## src/core/pclr_pkg.sv

```systemverilog
// Package: addresses, field positions, reset values and codes of the pin lock/remap block
package pclr_pkg;

  // ----------------------------------------------------------------
  // Register byte addresses
  // ----------------------------------------------------------------
  localparam logic [31:0] PCLR_ADDR_REMAP1 = 32'h40010004;
  localparam logic [31:0] PCLR_ADDR_EXTI   = 32'h40010008;
  localparam logic [31:0] PCLR_ADDR_CFGLOW = 32'h4001000C;
  localparam logic [31:0] PCLR_ADDR_LOCK   = 32'h40010010;

  // ----------------------------------------------------------------
  // Field positions
  // ----------------------------------------------------------------
  localparam int PCLR_NPINS    = 8;
  localparam int PCLR_PIN_W    = 4;
  localparam int PCLR_KEY_BIT  = 8;
  localparam int PCLR_DBG_LSB  = 24;
  localparam int PCLR_TIM_BIT  = 23;
  localparam int PCLR_I2C_HI   = 22;
  localparam int PCLR_USART_HI = 21;
  localparam int PCLR_USART_LO = 2;
  localparam int PCLR_I2C_LO   = 1;

  // Implemented remap bits: [26:21], 2, 1
  localparam logic [31:0] PCLR_REMAP_MASK = 32'h07E00006;

  // ----------------------------------------------------------------
  // Reset values and codes
  // ----------------------------------------------------------------
  localparam logic [31:0] PCLR_REMAP_RST  = 32'h00000000;
  localparam logic [31:0] PCLR_EXTI_RST   = 32'h00000000;
  localparam logic [31:0] PCLR_CFGLOW_RST = 32'h00000000;
  localparam logic [7:0]  PCLR_LOCK_RST   = 8'h00;
  localparam logic [2:0]  PCLR_DBG_OFF    = 3'h4;
  localparam logic [3:0]  PCLR_FULL_STRB  = 4'hF;
  // Pin mode codes held in each pin nibble
  localparam logic [1:0]  PCLR_MODE_IN    = 2'h0;
  localparam logic [1:0]  PCLR_MODE_10M   = 2'h1;
  localparam logic [1:0]  PCLR_MODE_2M    = 2'h2;
  localparam logic [1:0]  PCLR_MODE_30M   = 2'h3;
  localparam logic [1:0]  PCLR_RESP_OKAY  = 2'h0;
  localparam logic [1:0]  PCLR_RESP_SLV   = 2'h2;
  localparam logic [1:0]  PCLR_RESP_DEC   = 2'h3;

  typedef enum logic [2:0] {
    PCLR_SEL_NONE, PCLR_SEL_REMAP, PCLR_SEL_EXTI, PCLR_SEL_CFG, PCLR_SEL_LOCK
  } pclr_sel_e;

  // Lock arming states, Gray coded along the arming path
  typedef enum logic [1:0] {
    PCLR_ST_IDLE = 2'h0, PCLR_ST_K1 = 2'h1, PCLR_ST_K10 = 2'h3, PCLR_ST_K101 = 2'h2
  } pclr_seq_e;

  // Address decode shared by read and write paths
  function automatic pclr_sel_e pclr_dec(input logic [31:0] addr);
    case (addr)
      PCLR_ADDR_REMAP1: pclr_dec = PCLR_SEL_REMAP;
      PCLR_ADDR_EXTI:   pclr_dec = PCLR_SEL_EXTI;
      PCLR_ADDR_CFGLOW: pclr_dec = PCLR_SEL_CFG;
      PCLR_ADDR_LOCK:   pclr_dec = PCLR_SEL_LOCK;
      default:          pclr_dec = PCLR_SEL_NONE;
    endcase
  endfunction : pclr_dec

endpackage : pclr_pkg

```

## src/core/pclr_top.sv

```systemverilog
// Pin configuration lock and first remap register, AXI4-Lite slave
//
// The implementer's own choice: register access over AXI4-Lite.
`timescale 1ns/10ps
`default_nettype none
module pclr_top
  import pclr_pkg::*;
(
  input  wire logic        clk,
  input  wire logic        reset_n,
  input  wire logic [31:0] s_axi_awaddr,
  input  wire logic        s_axi_awvalid,
  output var  logic        s_axi_awready,
  input  wire logic [31:0] s_axi_wdata,
  input  wire logic [3:0]  s_axi_wstrb,
  input  wire logic        s_axi_wvalid,
  output var  logic        s_axi_wready,
  output var  logic [1:0]  s_axi_bresp,
  output var  logic        s_axi_bvalid,
  input  wire logic        s_axi_bready,
  input  wire logic [31:0] s_axi_araddr,
  input  wire logic        s_axi_arvalid,
  output var  logic        s_axi_arready,
  output var  logic [31:0] s_axi_rdata,
  output var  logic [1:0]  s_axi_rresp,
  output var  logic        s_axi_rvalid,
  input  wire logic        s_axi_rready,
  output var  logic [31:0] port_config_low,
  output var  logic [31:0] ext_irq_line_select,
  output var  logic        lock_active,
  output var  logic        serial_debug_en,
  output var  logic        timer1_ch1_source_select,
  output var  logic [1:0]  i2c_map_code,
  output var  logic [1:0]  usart_map_code
);

  // ----------------------------------------------------------------
  // Declarations
  // ----------------------------------------------------------------
  logic        aw_held_r, aw_held_nxt, w_held_r, w_held_nxt;
  logic [31:0] awaddr_r, awaddr_nxt, wdata_r, wdata_nxt;
  logic [3:0]  wstrb_r, wstrb_nxt;
  logic        awready_nxt, wready_nxt, bvalid_nxt, arready_nxt, rvalid_nxt;
  logic [1:0]  bresp_nxt, rresp_nxt;
  logic [31:0] rdata_nxt;
  logic [31:0] remap_r, remap_nxt, exti_nxt, cfg_nxt;
  logic        dbg_en_nxt, tim_nxt;
  logic [1:0]  i2c_nxt, usart_nxt;
  logic        wr_go, rd_go, wr_ok, lock_wr, lock_rd;
  logic [31:0] wr_addr, wr_data;
  logic [3:0]  wr_strb;
  pclr_sel_e   wr_sel, rd_sel;
  logic        lock_key;
  logic [7:0]  pin_lock_bits;

  // Per-pin freeze mask over port_config_low
  function automatic logic [31:0] pclr_frz(input logic act, input logic [7:0] bits);
    int i;
    pclr_frz = 32'h00000000;
    for (i = 0; i < PCLR_NPINS; i++)
      pclr_frz[i*PCLR_PIN_W +: PCLR_PIN_W] = {PCLR_PIN_W{act & bits[i]}};
  endfunction : pclr_frz

  // ----------------------------------------------------------------
  // Bus slave
  // ----------------------------------------------------------------
  // Address and data are taken in either order; write fires as soon as both have been accepted
  assign wr_addr = aw_held_r ? awaddr_r : s_axi_awaddr;
  assign wr_data = w_held_r ? wdata_r : s_axi_wdata;
  assign wr_strb = w_held_r ? wstrb_r : s_axi_wstrb;
  assign wr_go   = (aw_held_r | (s_axi_awvalid & s_axi_awready))
                 & (w_held_r | (s_axi_wvalid & s_axi_wready));
  assign wr_sel  = pclr_dec(wr_addr);
  assign wr_ok   = wr_go && wr_sel != PCLR_SEL_NONE && wr_strb == PCLR_FULL_STRB;
  assign rd_go   = s_axi_arvalid & s_axi_arready;
  assign rd_sel  = pclr_dec(s_axi_araddr);
  assign lock_wr = wr_ok && wr_sel == PCLR_SEL_LOCK;
  assign lock_rd = rd_go && rd_sel == PCLR_SEL_LOCK;

  // Bus channel next values
  always_comb
  begin
    aw_held_nxt = aw_held_r;
    awaddr_nxt  = awaddr_r;
    w_held_nxt  = w_held_r;
    wdata_nxt   = wdata_r;
    wstrb_nxt   = wstrb_r;
    bvalid_nxt  = s_axi_bvalid & ~s_axi_bready;
    bresp_nxt   = s_axi_bresp;
    rvalid_nxt  = s_axi_rvalid & ~s_axi_rready;
    rresp_nxt   = s_axi_rresp;
    rdata_nxt   = s_axi_rdata;
    if (s_axi_awvalid && s_axi_awready)
    begin
      aw_held_nxt = 1'b1;
      awaddr_nxt  = s_axi_awaddr;
    end
    if (s_axi_wvalid && s_axi_wready)
    begin
      w_held_nxt = 1'b1;
      wdata_nxt  = s_axi_wdata;
      wstrb_nxt  = s_axi_wstrb;
    end
    if (wr_go)
    begin
      aw_held_nxt = 1'b0;
      w_held_nxt  = 1'b0;
      bvalid_nxt  = 1'b1;
      // Narrow writes are refused untouched
      if (wr_sel == PCLR_SEL_NONE)
        bresp_nxt = PCLR_RESP_DEC;
      else if (wr_strb != PCLR_FULL_STRB)
        bresp_nxt = PCLR_RESP_SLV;
      else
        bresp_nxt = PCLR_RESP_OKAY;
    end
    if (rd_go)
    begin
      rvalid_nxt = 1'b1;
      rresp_nxt  = (rd_sel == PCLR_SEL_NONE) ? PCLR_RESP_DEC : PCLR_RESP_OKAY;
      case (rd_sel)
        PCLR_SEL_REMAP: rdata_nxt = remap_r;
        PCLR_SEL_EXTI:  rdata_nxt = ext_irq_line_select;
        PCLR_SEL_CFG:   rdata_nxt = port_config_low;
        PCLR_SEL_LOCK:  rdata_nxt = {23'h000000, lock_key, pin_lock_bits};
        default:        rdata_nxt = 32'h00000000;
      endcase
    end
    awready_nxt = ~aw_held_nxt & ~bvalid_nxt;
    wready_nxt  = ~w_held_nxt & ~bvalid_nxt;
    arready_nxt = ~rvalid_nxt;
  end

  // Bus channel registers
  always_ff @(posedge clk or negedge reset_n)
  begin
    if (!reset_n)
    begin
      aw_held_r     <= 1'b0;
      awaddr_r      <= 32'h00000000;
      w_held_r      <= 1'b0;
      wdata_r       <= 32'h00000000;
      wstrb_r       <= 4'h0;
      s_axi_awready <= 1'b0;
      s_axi_wready  <= 1'b0;
      s_axi_bvalid  <= 1'b0;
      s_axi_bresp   <= PCLR_RESP_OKAY;
      s_axi_arready <= 1'b0;
      s_axi_rvalid  <= 1'b0;
      s_axi_rresp   <= PCLR_RESP_OKAY;
      s_axi_rdata   <= 32'h00000000;
    end
    else
    begin
      aw_held_r     <= aw_held_nxt;
      awaddr_r      <= awaddr_nxt;
      w_held_r      <= w_held_nxt;
      wdata_r       <= wdata_nxt;
      wstrb_r       <= wstrb_nxt;
      s_axi_awready <= awready_nxt;
      s_axi_wready  <= wready_nxt;
      s_axi_bvalid  <= bvalid_nxt;
      s_axi_bresp   <= bresp_nxt;
      s_axi_arready <= arready_nxt;
      s_axi_rvalid  <= rvalid_nxt;
      s_axi_rresp   <= rresp_nxt;
      s_axi_rdata   <= rdata_nxt;
    end
  end

  // ----------------------------------------------------------------
  // Lock sequencer
  // ----------------------------------------------------------------
  pclr_lock_seq u_lock_seq
  (
    .clk             (clk),
    .reset_n         (reset_n),
    .wr_stb          (lock_wr),
    .rd_stb          (lock_rd),
    .wr_key          (wr_data[PCLR_KEY_BIT]),
    .wr_bits         (wr_data[7:0]),
    .lock_key_r      (lock_key),
    .pin_lock_bits_r (pin_lock_bits)
  );

  // ----------------------------------------------------------------
  // Configuration and remap registers
  // ----------------------------------------------------------------
  // Register writes; decoded map codes follow the stored fields
  always_comb
  begin
    remap_nxt = remap_r;
    exti_nxt  = ext_irq_line_select;
    cfg_nxt   = port_config_low;
    if (wr_ok && wr_sel == PCLR_SEL_REMAP)
      remap_nxt = wr_data & PCLR_REMAP_MASK;
    if (wr_ok && wr_sel == PCLR_SEL_EXTI)
      exti_nxt = wr_data;
    if (wr_ok && wr_sel == PCLR_SEL_CFG)
    begin
      // Frozen nibbles keep their value, others take the write
      cfg_nxt = (port_config_low & pclr_frz(lock_key, pin_lock_bits))
              | (wr_data & ~pclr_frz(lock_key, pin_lock_bits));
    end
    // Only 100 frees the debug pin; 0xx and other codes keep it
    dbg_en_nxt = remap_nxt[PCLR_DBG_LSB +: 3] != PCLR_DBG_OFF;
    tim_nxt    = remap_nxt[PCLR_TIM_BIT];
    i2c_nxt    = {remap_nxt[PCLR_I2C_HI], remap_nxt[PCLR_I2C_LO]};
    // 00 PD4..PC2, 01 PD7/PD0/PD1, 10 PD7/PD6/PD5, 11 PC5/PC0/PC1
    usart_nxt  = {remap_nxt[PCLR_USART_HI], remap_nxt[PCLR_USART_LO]};
  end

  // Register state; reset puts the debug pin in serial debug use
  always_ff @(posedge clk or negedge reset_n)
  begin
    if (!reset_n)
    begin
      remap_r                  <= PCLR_REMAP_RST;
      ext_irq_line_select      <= PCLR_EXTI_RST;
      port_config_low          <= PCLR_CFGLOW_RST;
      lock_active              <= 1'b0;
      serial_debug_en          <= 1'b1;
      timer1_ch1_source_select <= 1'b0;
      i2c_map_code             <= 2'h0;
      usart_map_code           <= 2'h0;
    end
    else
    begin
      remap_r                  <= remap_nxt;
      ext_irq_line_select      <= exti_nxt;
      port_config_low          <= cfg_nxt;
      lock_active              <= lock_key;
      serial_debug_en          <= dbg_en_nxt;
      timer1_ch1_source_select <= tim_nxt;
      i2c_map_code             <= i2c_nxt;
      usart_map_code           <= usart_nxt;
    end
  end

  logic rd_lock_r;
  always_ff @(posedge clk or negedge reset_n)
  begin
    if (!reset_n)
      rd_lock_r <= 1'b0;
    else
      rd_lock_r <= rd_go ? (rd_sel == PCLR_SEL_LOCK) : rd_lock_r;
  end
endmodule : pclr_top
`default_nettype wire

```

## src/core/pclr_lock_seq.sv

```systemverilog
// Lock key arming sequencer and per-pin lock bits
`timescale 1ns/10ps
`default_nettype none
module pclr_lock_seq
  import pclr_pkg::*;
(
  input  wire logic       clk,
  input  wire logic       reset_n,
  input  wire logic       wr_stb,
  input  wire logic       rd_stb,
  input  wire logic       wr_key,
  input  wire logic [7:0] wr_bits,
  output var  logic       lock_key_r,
  output var  logic [7:0] pin_lock_bits_r
);

  pclr_seq_e  state_r;
  pclr_seq_e  state_nxt;
  logic       lock_key_nxt;
  logic [7:0] pin_lock_bits_nxt;

  // ----------------------------------------------------------------
  // Next state of the arming sequence
  // ----------------------------------------------------------------
  always_comb
  begin
    state_nxt         = state_r;
    lock_key_nxt      = lock_key_r;
    pin_lock_bits_nxt = pin_lock_bits_r;
    if (!lock_key_r)
    begin
      if (wr_stb)
      begin
        pin_lock_bits_nxt = wr_bits;
        if (state_r != PCLR_ST_IDLE && wr_bits != pin_lock_bits_r)
          state_nxt = wr_key ? PCLR_ST_K1 : PCLR_ST_IDLE;
        else
        begin
          case (state_r)
            PCLR_ST_IDLE: state_nxt = wr_key ? PCLR_ST_K1 : PCLR_ST_IDLE;
            PCLR_ST_K1:   state_nxt = wr_key ? PCLR_ST_K1 : PCLR_ST_K10;
            PCLR_ST_K10:  state_nxt = wr_key ? PCLR_ST_K101 : PCLR_ST_IDLE;
            PCLR_ST_K101: state_nxt = wr_key ? PCLR_ST_K1 : PCLR_ST_IDLE;
            default:      state_nxt = PCLR_ST_IDLE;
          endcase
        end
      end
      else if (rd_stb)
      begin
        // The arming read returns 0, the key shows 1 from then on
        lock_key_nxt = (state_r == PCLR_ST_K101);
        state_nxt    = PCLR_ST_IDLE;
      end
    end
  end

  // Registers; only reset clears the key, the bits also take each write until locked
  always_ff @(posedge clk or negedge reset_n)
  begin
    if (!reset_n)
    begin
      state_r         <= PCLR_ST_IDLE;
      lock_key_r      <= 1'b0;
      pin_lock_bits_r <= PCLR_LOCK_RST;
    end
    else
    begin
      state_r         <= state_nxt;
      lock_key_r      <= lock_key_nxt;
      pin_lock_bits_r <= pin_lock_bits_nxt;
    end
  end
endmodule : pclr_lock_seq
`default_nettype wire

```

## config.mk

```make
export PLATFORM = sky130hd
export DESIGN_NAME = pclr_top
export DESIGN_NICKNAME = d
export VERILOG_FILES = /design/src/core/pclr_pkg.sv /design/src/core/pclr_top.sv /design/src/core/pclr_lock_seq.sv
export SDC_FILE = /design/constraint.sdc
export NUM_CORES = 1
export LEC_CHECK = 0
export CAP_MARGIN = 20
export CORE_MARGIN = 2
export CORE_UTILIZATION = 63
export DETAILED_ROUTE_END_ITERATION = 7
export DONT_BUFFER_PORTS = 1
export HOLD_SLACK_MARGIN = 0.08
export PLACE_DENSITY = 0.77
export SYNTH_ARGS = -nofsm -noshare
export SYNTH_HDL_FRONTEND = slang
export SYNTH_SLANG_ARGS = --single-unit
export TNS_END_PERCENT = 20
```

## constraint.sdc

```tcl
create_clock -name clk -period 3.2 [get_ports clk]
set_input_delay 0.64 -clock clk [delete_from_list [all_inputs] [get_ports clk]]
set_output_delay 0.64 -clock clk [all_outputs]
set_load 0.03 [all_outputs]
```

==> out/qor.txt, run 1 <==
result of the run: complete, but fails checks
violations in the final reports: negative hold slack
IO buf count: 0
clock tree from TritonCTS: done
main combinational cell family by area after synthesis: multiplexers
number of global-route vias before repair: 5,830
number of vias per cell after detailed routing: 6.28
Syn Area/Cell: 12.3 sq um
synthesized cell area: 8770 sq um
Adder-Cell Fraction of Synth Area: 0%
count of vias placed by the detailed router: 5,645
final routed wire length divided by cell count: 22.8 um
width of the die: 122 um
VDD IR max: 0.548 mV
fmax: 0.370 GHz
Top Family by Delay on Critical Path: simple AND/OR/NAND/NOR gates
Max-Cap Viols: 0
aggregate negative setup slack: 0 ns
Least-Margin Pin Slew: 0.996 ns
Post-Synth Simple-Gate Area: 9.16%
async set-reset flop share out of synthesis: 100%
worst max-slew margin expressed relative to the limit: 33.4%
CP max FO: 11
GRT Total Usage: 27.9%
most area-hungry cell type in the Yosys netlist: sky130_fd_sc_hd__dfrtp_1
Leakage: 4.03 nW
antenna violations before repair: 0
Flop pwr share: 49.8%
Data arrival, critical path: 3.01 ns
count of state elements after synthesis: 195
final hold slack: -0.0919 ns
clock tree root driver cell: sky130_fd_sc_hd__clkbuf_16
Hold Violations, Final: 84
synth top area cells: sky130_fd_sc_hd__dfrtp_1, sky130_fd_sc_hd__mux2_2, sky130_fd_sc_hd__mux2i_1
PostCTS Resize Cnt: 0
area occupied by registers: 4880 sq um
# rows: 43
top routing layer in use: met4
most used cells in the layout excluding fill and tap cells: sky130_fd_sc_hd__dfrtp_1, sky130_fd_sc_hd__mux2_2, sky130_fd_sc_hd__nand2_1
post-layout utilization of the core: 69.3%
share of cells above drive strength 1: 25.7%
length of routed met3 wiring: 1890 um
CORE AREA: 13,700 sq um
Clock Tree Buf Depth: 2
Final Max Slew Viols: 0
sw power: 1.88 mW
global-route wire length before repair: 31,200 um
final worst path period need: 2.71 ns
H-tree level count: 4
required time of the critical path: 3.50 ns
Pwr per Cell Area: 708 nW/um^2
count of nets left with antenna violations after detail routing: 0
1st-pass router iterations: 5
Compound-Gate Fraction of Synth Area: 9.39%
area of the die: 14,900 sq um
area share of the largest cell type after synthesis: 55.4%
kind of start point of the critical path: register
proportion of power drawn by the clock network: 30.3%
commonest register cell after synthesis: sky130_fd_sc_hd__dfrtp_1
critical path's largest stage delay: 0.44 ns
share of synthesized area occupied by flip-flops and latches: 55.7%
later-pin clock latency in the skew report: 0.42 ns
post-placement setup slack: 0.406 ns
logic gate share of total power: 19.9%
Ys Warns: 0
area share of xor/xnor cells in the synthesized design: 0.899%
routability cong.: 0.861
clock transition at the registers of the reported paths: 0.07 ns
Metal-1 WL: 7850 um
category of the most critical setup path: register to register
wire length on met2: 10,400 um
area of the multi-input gates: 3660 sq um
residual overflow from global routing: 0
CP Buf/Inv Count: 2
Net Sw Frac: 27.9%
internal power consumption: 4.85 mW
IO Pins: 219
fraction of synthesized area in multiplexers: 22.1%
Post-synth EDFFs: 0
final worst-path cycle share: 84.6%
cell chain of the critical path: buf_4 -> nor4_1 -> nand4_1 -> o22ai_1 -> buf_4 -> nand4_4 -> a21oi_4 -> mux2_1
Worst Setup Slack, final: 0.494 ns
nature of the critical path endpoint: register
clk_skew: 0.00688 ns
Filler Cell Count: 998
standard cell with the maximum stage delay on the critical path: sky130_fd_sc_hd__dfrtp_1
count of clock tree sinks: 195
setup repair after global routing missed its margin: no
antenna diode instance count: 0
wire length reported by the detailed router: 20,500 um
number of buffers inserted during clock tree synthesis: 17
Final #Nets: 814
largest net degree at the start of global routing: 196
Unique masters post-synth: 51
die span in y: 122 um
Synthesized Nets: 818
number of DRC markers in iteration 0: 451
commonest non-fill, non-tap cell in the layout: sky130_fd_sc_hd__dfrtp_1
post-route total power: 6.73 mW
final-report setup violation count: 0
Post-CTS Repair Setup Buffers: 0
worst hold-check path type: input port to async pin
DPL Wire Length: 14,700 um
Synth Instances: 711
library cell appearing most often on the critical path: sky130_fd_sc_hd__buf_4
remaining routing DRC violations: 0
Area Overhead vs Synth: 8.35%
Initial Util: 63.9%
kinds of logic (layout without fill, tap and decap cells):
logic type / count (synthesis) / in the layout
AOI/OAI and AO/OA: 114 / 114
xor gates and xnor gates: 9 / 9
buffers and inverters: 56 / 64
DFF: 195 / 195
muxes: 178 / 178
and+or+nand+nor: 159 / 159
cells in the mapped netlist, drive strengths merged (3+ instances only):
library cell,instances
a21oi,12
a22o,6
a2bb2oi,7
a32oi,6
and2,4
buf,18
clkbuf,20
dfrtp,194
inv,17
mux2,125
mux2i,53
nand2,76
nand2b,3
nand3,6
nand4,8
nor2,16
nor3,7
nor4,14
nor4b,9
o21ai,53
o22ai,3
o31ai,18
or3,4
or4,3
xnor2,7
power by group through the flow:
stage | Clock (mW) | Sequential [mW] | Combinational, mW
2_1_floorplan | 0 | 3.23 | 1.13
6_report | 2.04 | 3.35 | 1.34
5_1_grt | 2.18 | 3.40 | 1.45
4_1_cts | 2.07 | 3.34 | 1.34
3_3_place_gp | 0 | 3.33 | 1.26
3_5_place_dp | 0 | 3.39 | 1.33
stage by stage:
step	cell area [sq um]	instances
after global placement	8940	868
after floorplan	8770	711
final	9500	899
after detailed placement	8940	868
after CTS	9500	899
after global routing	9500	899
area by class of cell:
cell class | count | share of cell area (%)
multi-input combinational | 460 | 38.5
timing repair buffer | 15 | 1.19
sequential | 195 | 51.4
clock buffer | 20 | 4.70
tap | 180 | 2.37
clock inverter | 11 | 1.17
inverter | 18 | 0.711
worst reg2reg max path, cell delays in order (launching register included):
cell                      delay [ns]
sky130_fd_sc_hd__dfrtp_1        0.44
sky130_fd_sc_hd__buf_4          0.20
sky130_fd_sc_hd__nor4_1         0.33
sky130_fd_sc_hd__nand4_1        0.14
sky130_fd_sc_hd__o22ai_1        0.27
sky130_fd_sc_hd__buf_4          0.20
sky130_fd_sc_hd__nand4_4        0.32
sky130_fd_sc_hd__a21oi_4        0.33
sky130_fd_sc_hd__mux2_1         0.36
final timing paths:
check,slack [ns],from,endpoint,cells past startpoint
worst min register to register,0.51,wdata_r[20],wdata_r[20],1
max in group asynchronous,2.82,reset_n,w_held_r,0
worst min-delay path,-0.09,reset_n,ext_irq_line_select[13],0
worst max-delay path,0.49,aw_held_r,register,8
min in group clk,0.36,s_axi_wdata[2],wdata_r[2],1
worst max register to register,0.49,aw_held_r,register,8
per-layer routing:
layer / vias up / GRT usage, %
met4: 0 / 8.12
met1: 2829 / 33.3
met3: 30 / 10.2
met2: 229 / 47.7
met5: - / 0
li1: 2557 / -
Power figures use the tool's default switching activity.
==> inputs of run 2 (changes only) <==
Clock period 3.2 ns to 2.8 ns, I/O delays scaled along.
==> out/qor.txt, run 2 (synthesized netlist as in run 1, its figures left out) <==
DP Area: 8970 sq um (+0.34%)
commonest non-fill, non-tap cell in the layout: sky130_fd_sc_hd__dfrtp_1
antenna diode instance count: 0 (unchanged)
nature of the critical path endpoint: register
DPL Wire Length: 14,800 um (+0.68%)
Final #Nets: 818 (+0.49%)
width of the die: 122 um (unchanged)
clock tree from TritonCTS: done
proportion of power drawn by the clock network: 32.7% (+2.4 points)
area of the die: 14,900 sq um (unchanged)
sw power: 2.16 mW (+15%)
H-tree level count: 4 (unchanged)
wire length reported by the detailed router: 20,400 um (-0.56%)
final-report setup violation count: 0 (unchanged)
Net Sw Frac: 27.2% (-0.77 points)
Area Overhead vs Synth: 9.69%
count of nets left with antenna violations after detail routing: 0 (unchanged)
IO Pins: 219 (unchanged)
required time of the critical path: 3.12 ns (-0.38 ns)
Hold Violations, Final: 194 (+130%)
Max-Cap Viols: 0 (unchanged)
CP max FO: 8 (-3)
final worst-path cycle share: 91.1% (+6.5 points)
# rows: 43 (unchanged)
worst hold-check path type: input port to async pin
die span in y: 122 um (unchanged)
final hold slack: -0.182 ns (-0.0904 ns)
final worst path period need: 2.55 ns (-0.155 ns)
Register-to-Register Setup Slack: 0.25 ns (-0.24 ns)
fmax: 0.392 GHz (+6.1%)
count of vias placed by the detailed router: 5,645 (unchanged)
largest net degree at the start of global routing: 196 (unchanged)
critical path's largest stage delay: 0.56 ns (+0.12 ns)
logic gate share of total power: 19.8% (about the same)
remaining routing DRC violations: 0 (unchanged)
PostCTS Resize Cnt: 0 (unchanged)
standard cell with the maximum stage delay on the critical path: sky130_fd_sc_hd__or4_4
aggregate negative setup slack: 0 ns (unchanged)
setup repair after global routing missed its margin: no
Least-Margin Pin Slew: 0.761 ns (-0.234 ns)
worst max-slew margin expressed relative to the limit: 49.2% (+16 points)
IO buf count: 0 (unchanged)
VDD IR max: 0.614 mV (+12%)
Pwr per Cell Area: 829 nW/um^2 (+17%)
count of clock tree sinks: 195 (unchanged)
number of buffers inserted during clock tree synthesis: 17 (unchanged)
most used cells in the layout excluding fill and tap cells: sky130_fd_sc_hd__dfrtp_1, sky130_fd_sc_hd__mux2_2, sky130_fd_sc_hd__nand2_1
clock tree root driver cell: sky130_fd_sc_hd__clkbuf_16
GRT Total Usage: 28.4% (+0.49 points)
Initial Util: 63.9% (unchanged)
Data arrival, critical path: 2.87 ns (-0.14 ns)
CORE AREA: 13,700 sq um (unchanged)
antenna violations before repair: 0 (unchanged)
violations in the final reports: negative hold slack
Clock Tree Buf Depth: 2 (unchanged)
cell chain of the critical path: or4_4 -> o31ai_4 -> nand4_4 -> a21oi_4 -> mux2_2
Flop pwr share: 47.5% (-2.3 points)
clock transition at the registers of the reported paths: 0.07 ns (about the same)
final routed wire length divided by cell count: 22.5 um (-1.1%)
clk_skew: 0.00962 ns (+0.00274 ns)
result of the run: complete, but fails checks
Post-CTS Repair Setup Buffers: 0 (unchanged)
logic depth of the worst register-to-register path: 5 (-3)
number of global-route vias before repair: 5,997 (+2.9%)
category of the most critical setup path: register to register
Reg2Reg Launch Point: aw_held_r
later-pin clock latency in the skew report: 0.43 ns (about the same)
internal power consumption: 5.81 mW (+20%)
Final Max Slew Viols: 0 (unchanged)
number of vias per cell after detailed routing: 6.24 (-0.55%)
residual overflow from global routing: 0 (unchanged)
Non-Filler Cell Area, Final: 9620 sq um (+1.2%)
routability cong.: 0.842 (-2.1%)
share of cells above drive strength 1: 26.5% (+0.79 points)
1st-pass router iterations: 5 (unchanged)
kind of start point of the critical path: register
global-route wire length before repair: 31,900 um (+2.0%)
number of DRC markers in iteration 0: 309 (-31%)
Leakage: 4.08 nW (+1.2%)
-- run 2: cell type report --
class / count / area (sq um)
Sequential cell: 195 / 4880
Fill cell: 980 / 4100
Multi-Input combinational cell: 460 / 3660
Clock buffer: 20 / 467
Tap cell: 180 / 225
Clock inverter: 12 / 179
Timing Repair Buffer: 19 / 143
Inverter: 18 / 67.6
-- run 2: worst max-delay path by stage --
stage	to	start	slack (ns)	depth (start not counted)
after global placement	s_axi_rdata[13]	s_axi_araddr[24]	0.17	5
after global routing	register	aw_held_r	0.1	8
after floorplan	register	s_axi_awaddr[14]	0.37	6
after detailed placement	s_axi_rdata[20]	s_axi_araddr[24]	0.08	5
after CTS	register	aw_held_r	0.25	5
final	register	aw_held_r	0.25	5
-- run 2: routing by layer --
| metal | vias to the layer above | part of all wire (%) | global-route usage (%) |
|---|---|---|---|
| met5 | - | 0 | 0 |
| met4 | 0 | 2.4 | 10.8 |
| met3 | 35 | 9.7 | 11.4 |
| met2 | 212 | 50 | 47.7 |
| met1 | 2816 | 38 | 32.8 |
| li1 | 2582 | - | - |
-- run 2: through the flow --
step	cells	util, %	worst slack, ns	power, mW
floorplan	711	-	0.369	4.98
global placement	872	65.4	0.174	5.28
detailed placement	872	65.4	0.0765	5.42
CTS	904	70.1	0.255	8.02
global route	904	70.1	0.0995	8.32
finish	904	70.1	0.250	7.97
-- run 2: critical path: cells and delay by family, from the launching register on --
| kind | cells | cell delay [ns] |
|---|---|---|
| and+or+nand+nor | 2 | 0.97 |
| AOI/OAI and AO/OA | 2 | 0.67 |
| DFF | 1 | 0.42 |
| muxes | 1 | 0.37 |
-- run 2: power groups by stage --
stage	clock network, mW	logic [mW]	registers (mW)
floorplan	0	1.29	3.69
detailed placement	0	1.58	3.84
global route	2.75	1.72	3.85
finish	2.61	1.58	3.79
CTS	2.65	1.59	3.78
global placement	0	1.51	3.78
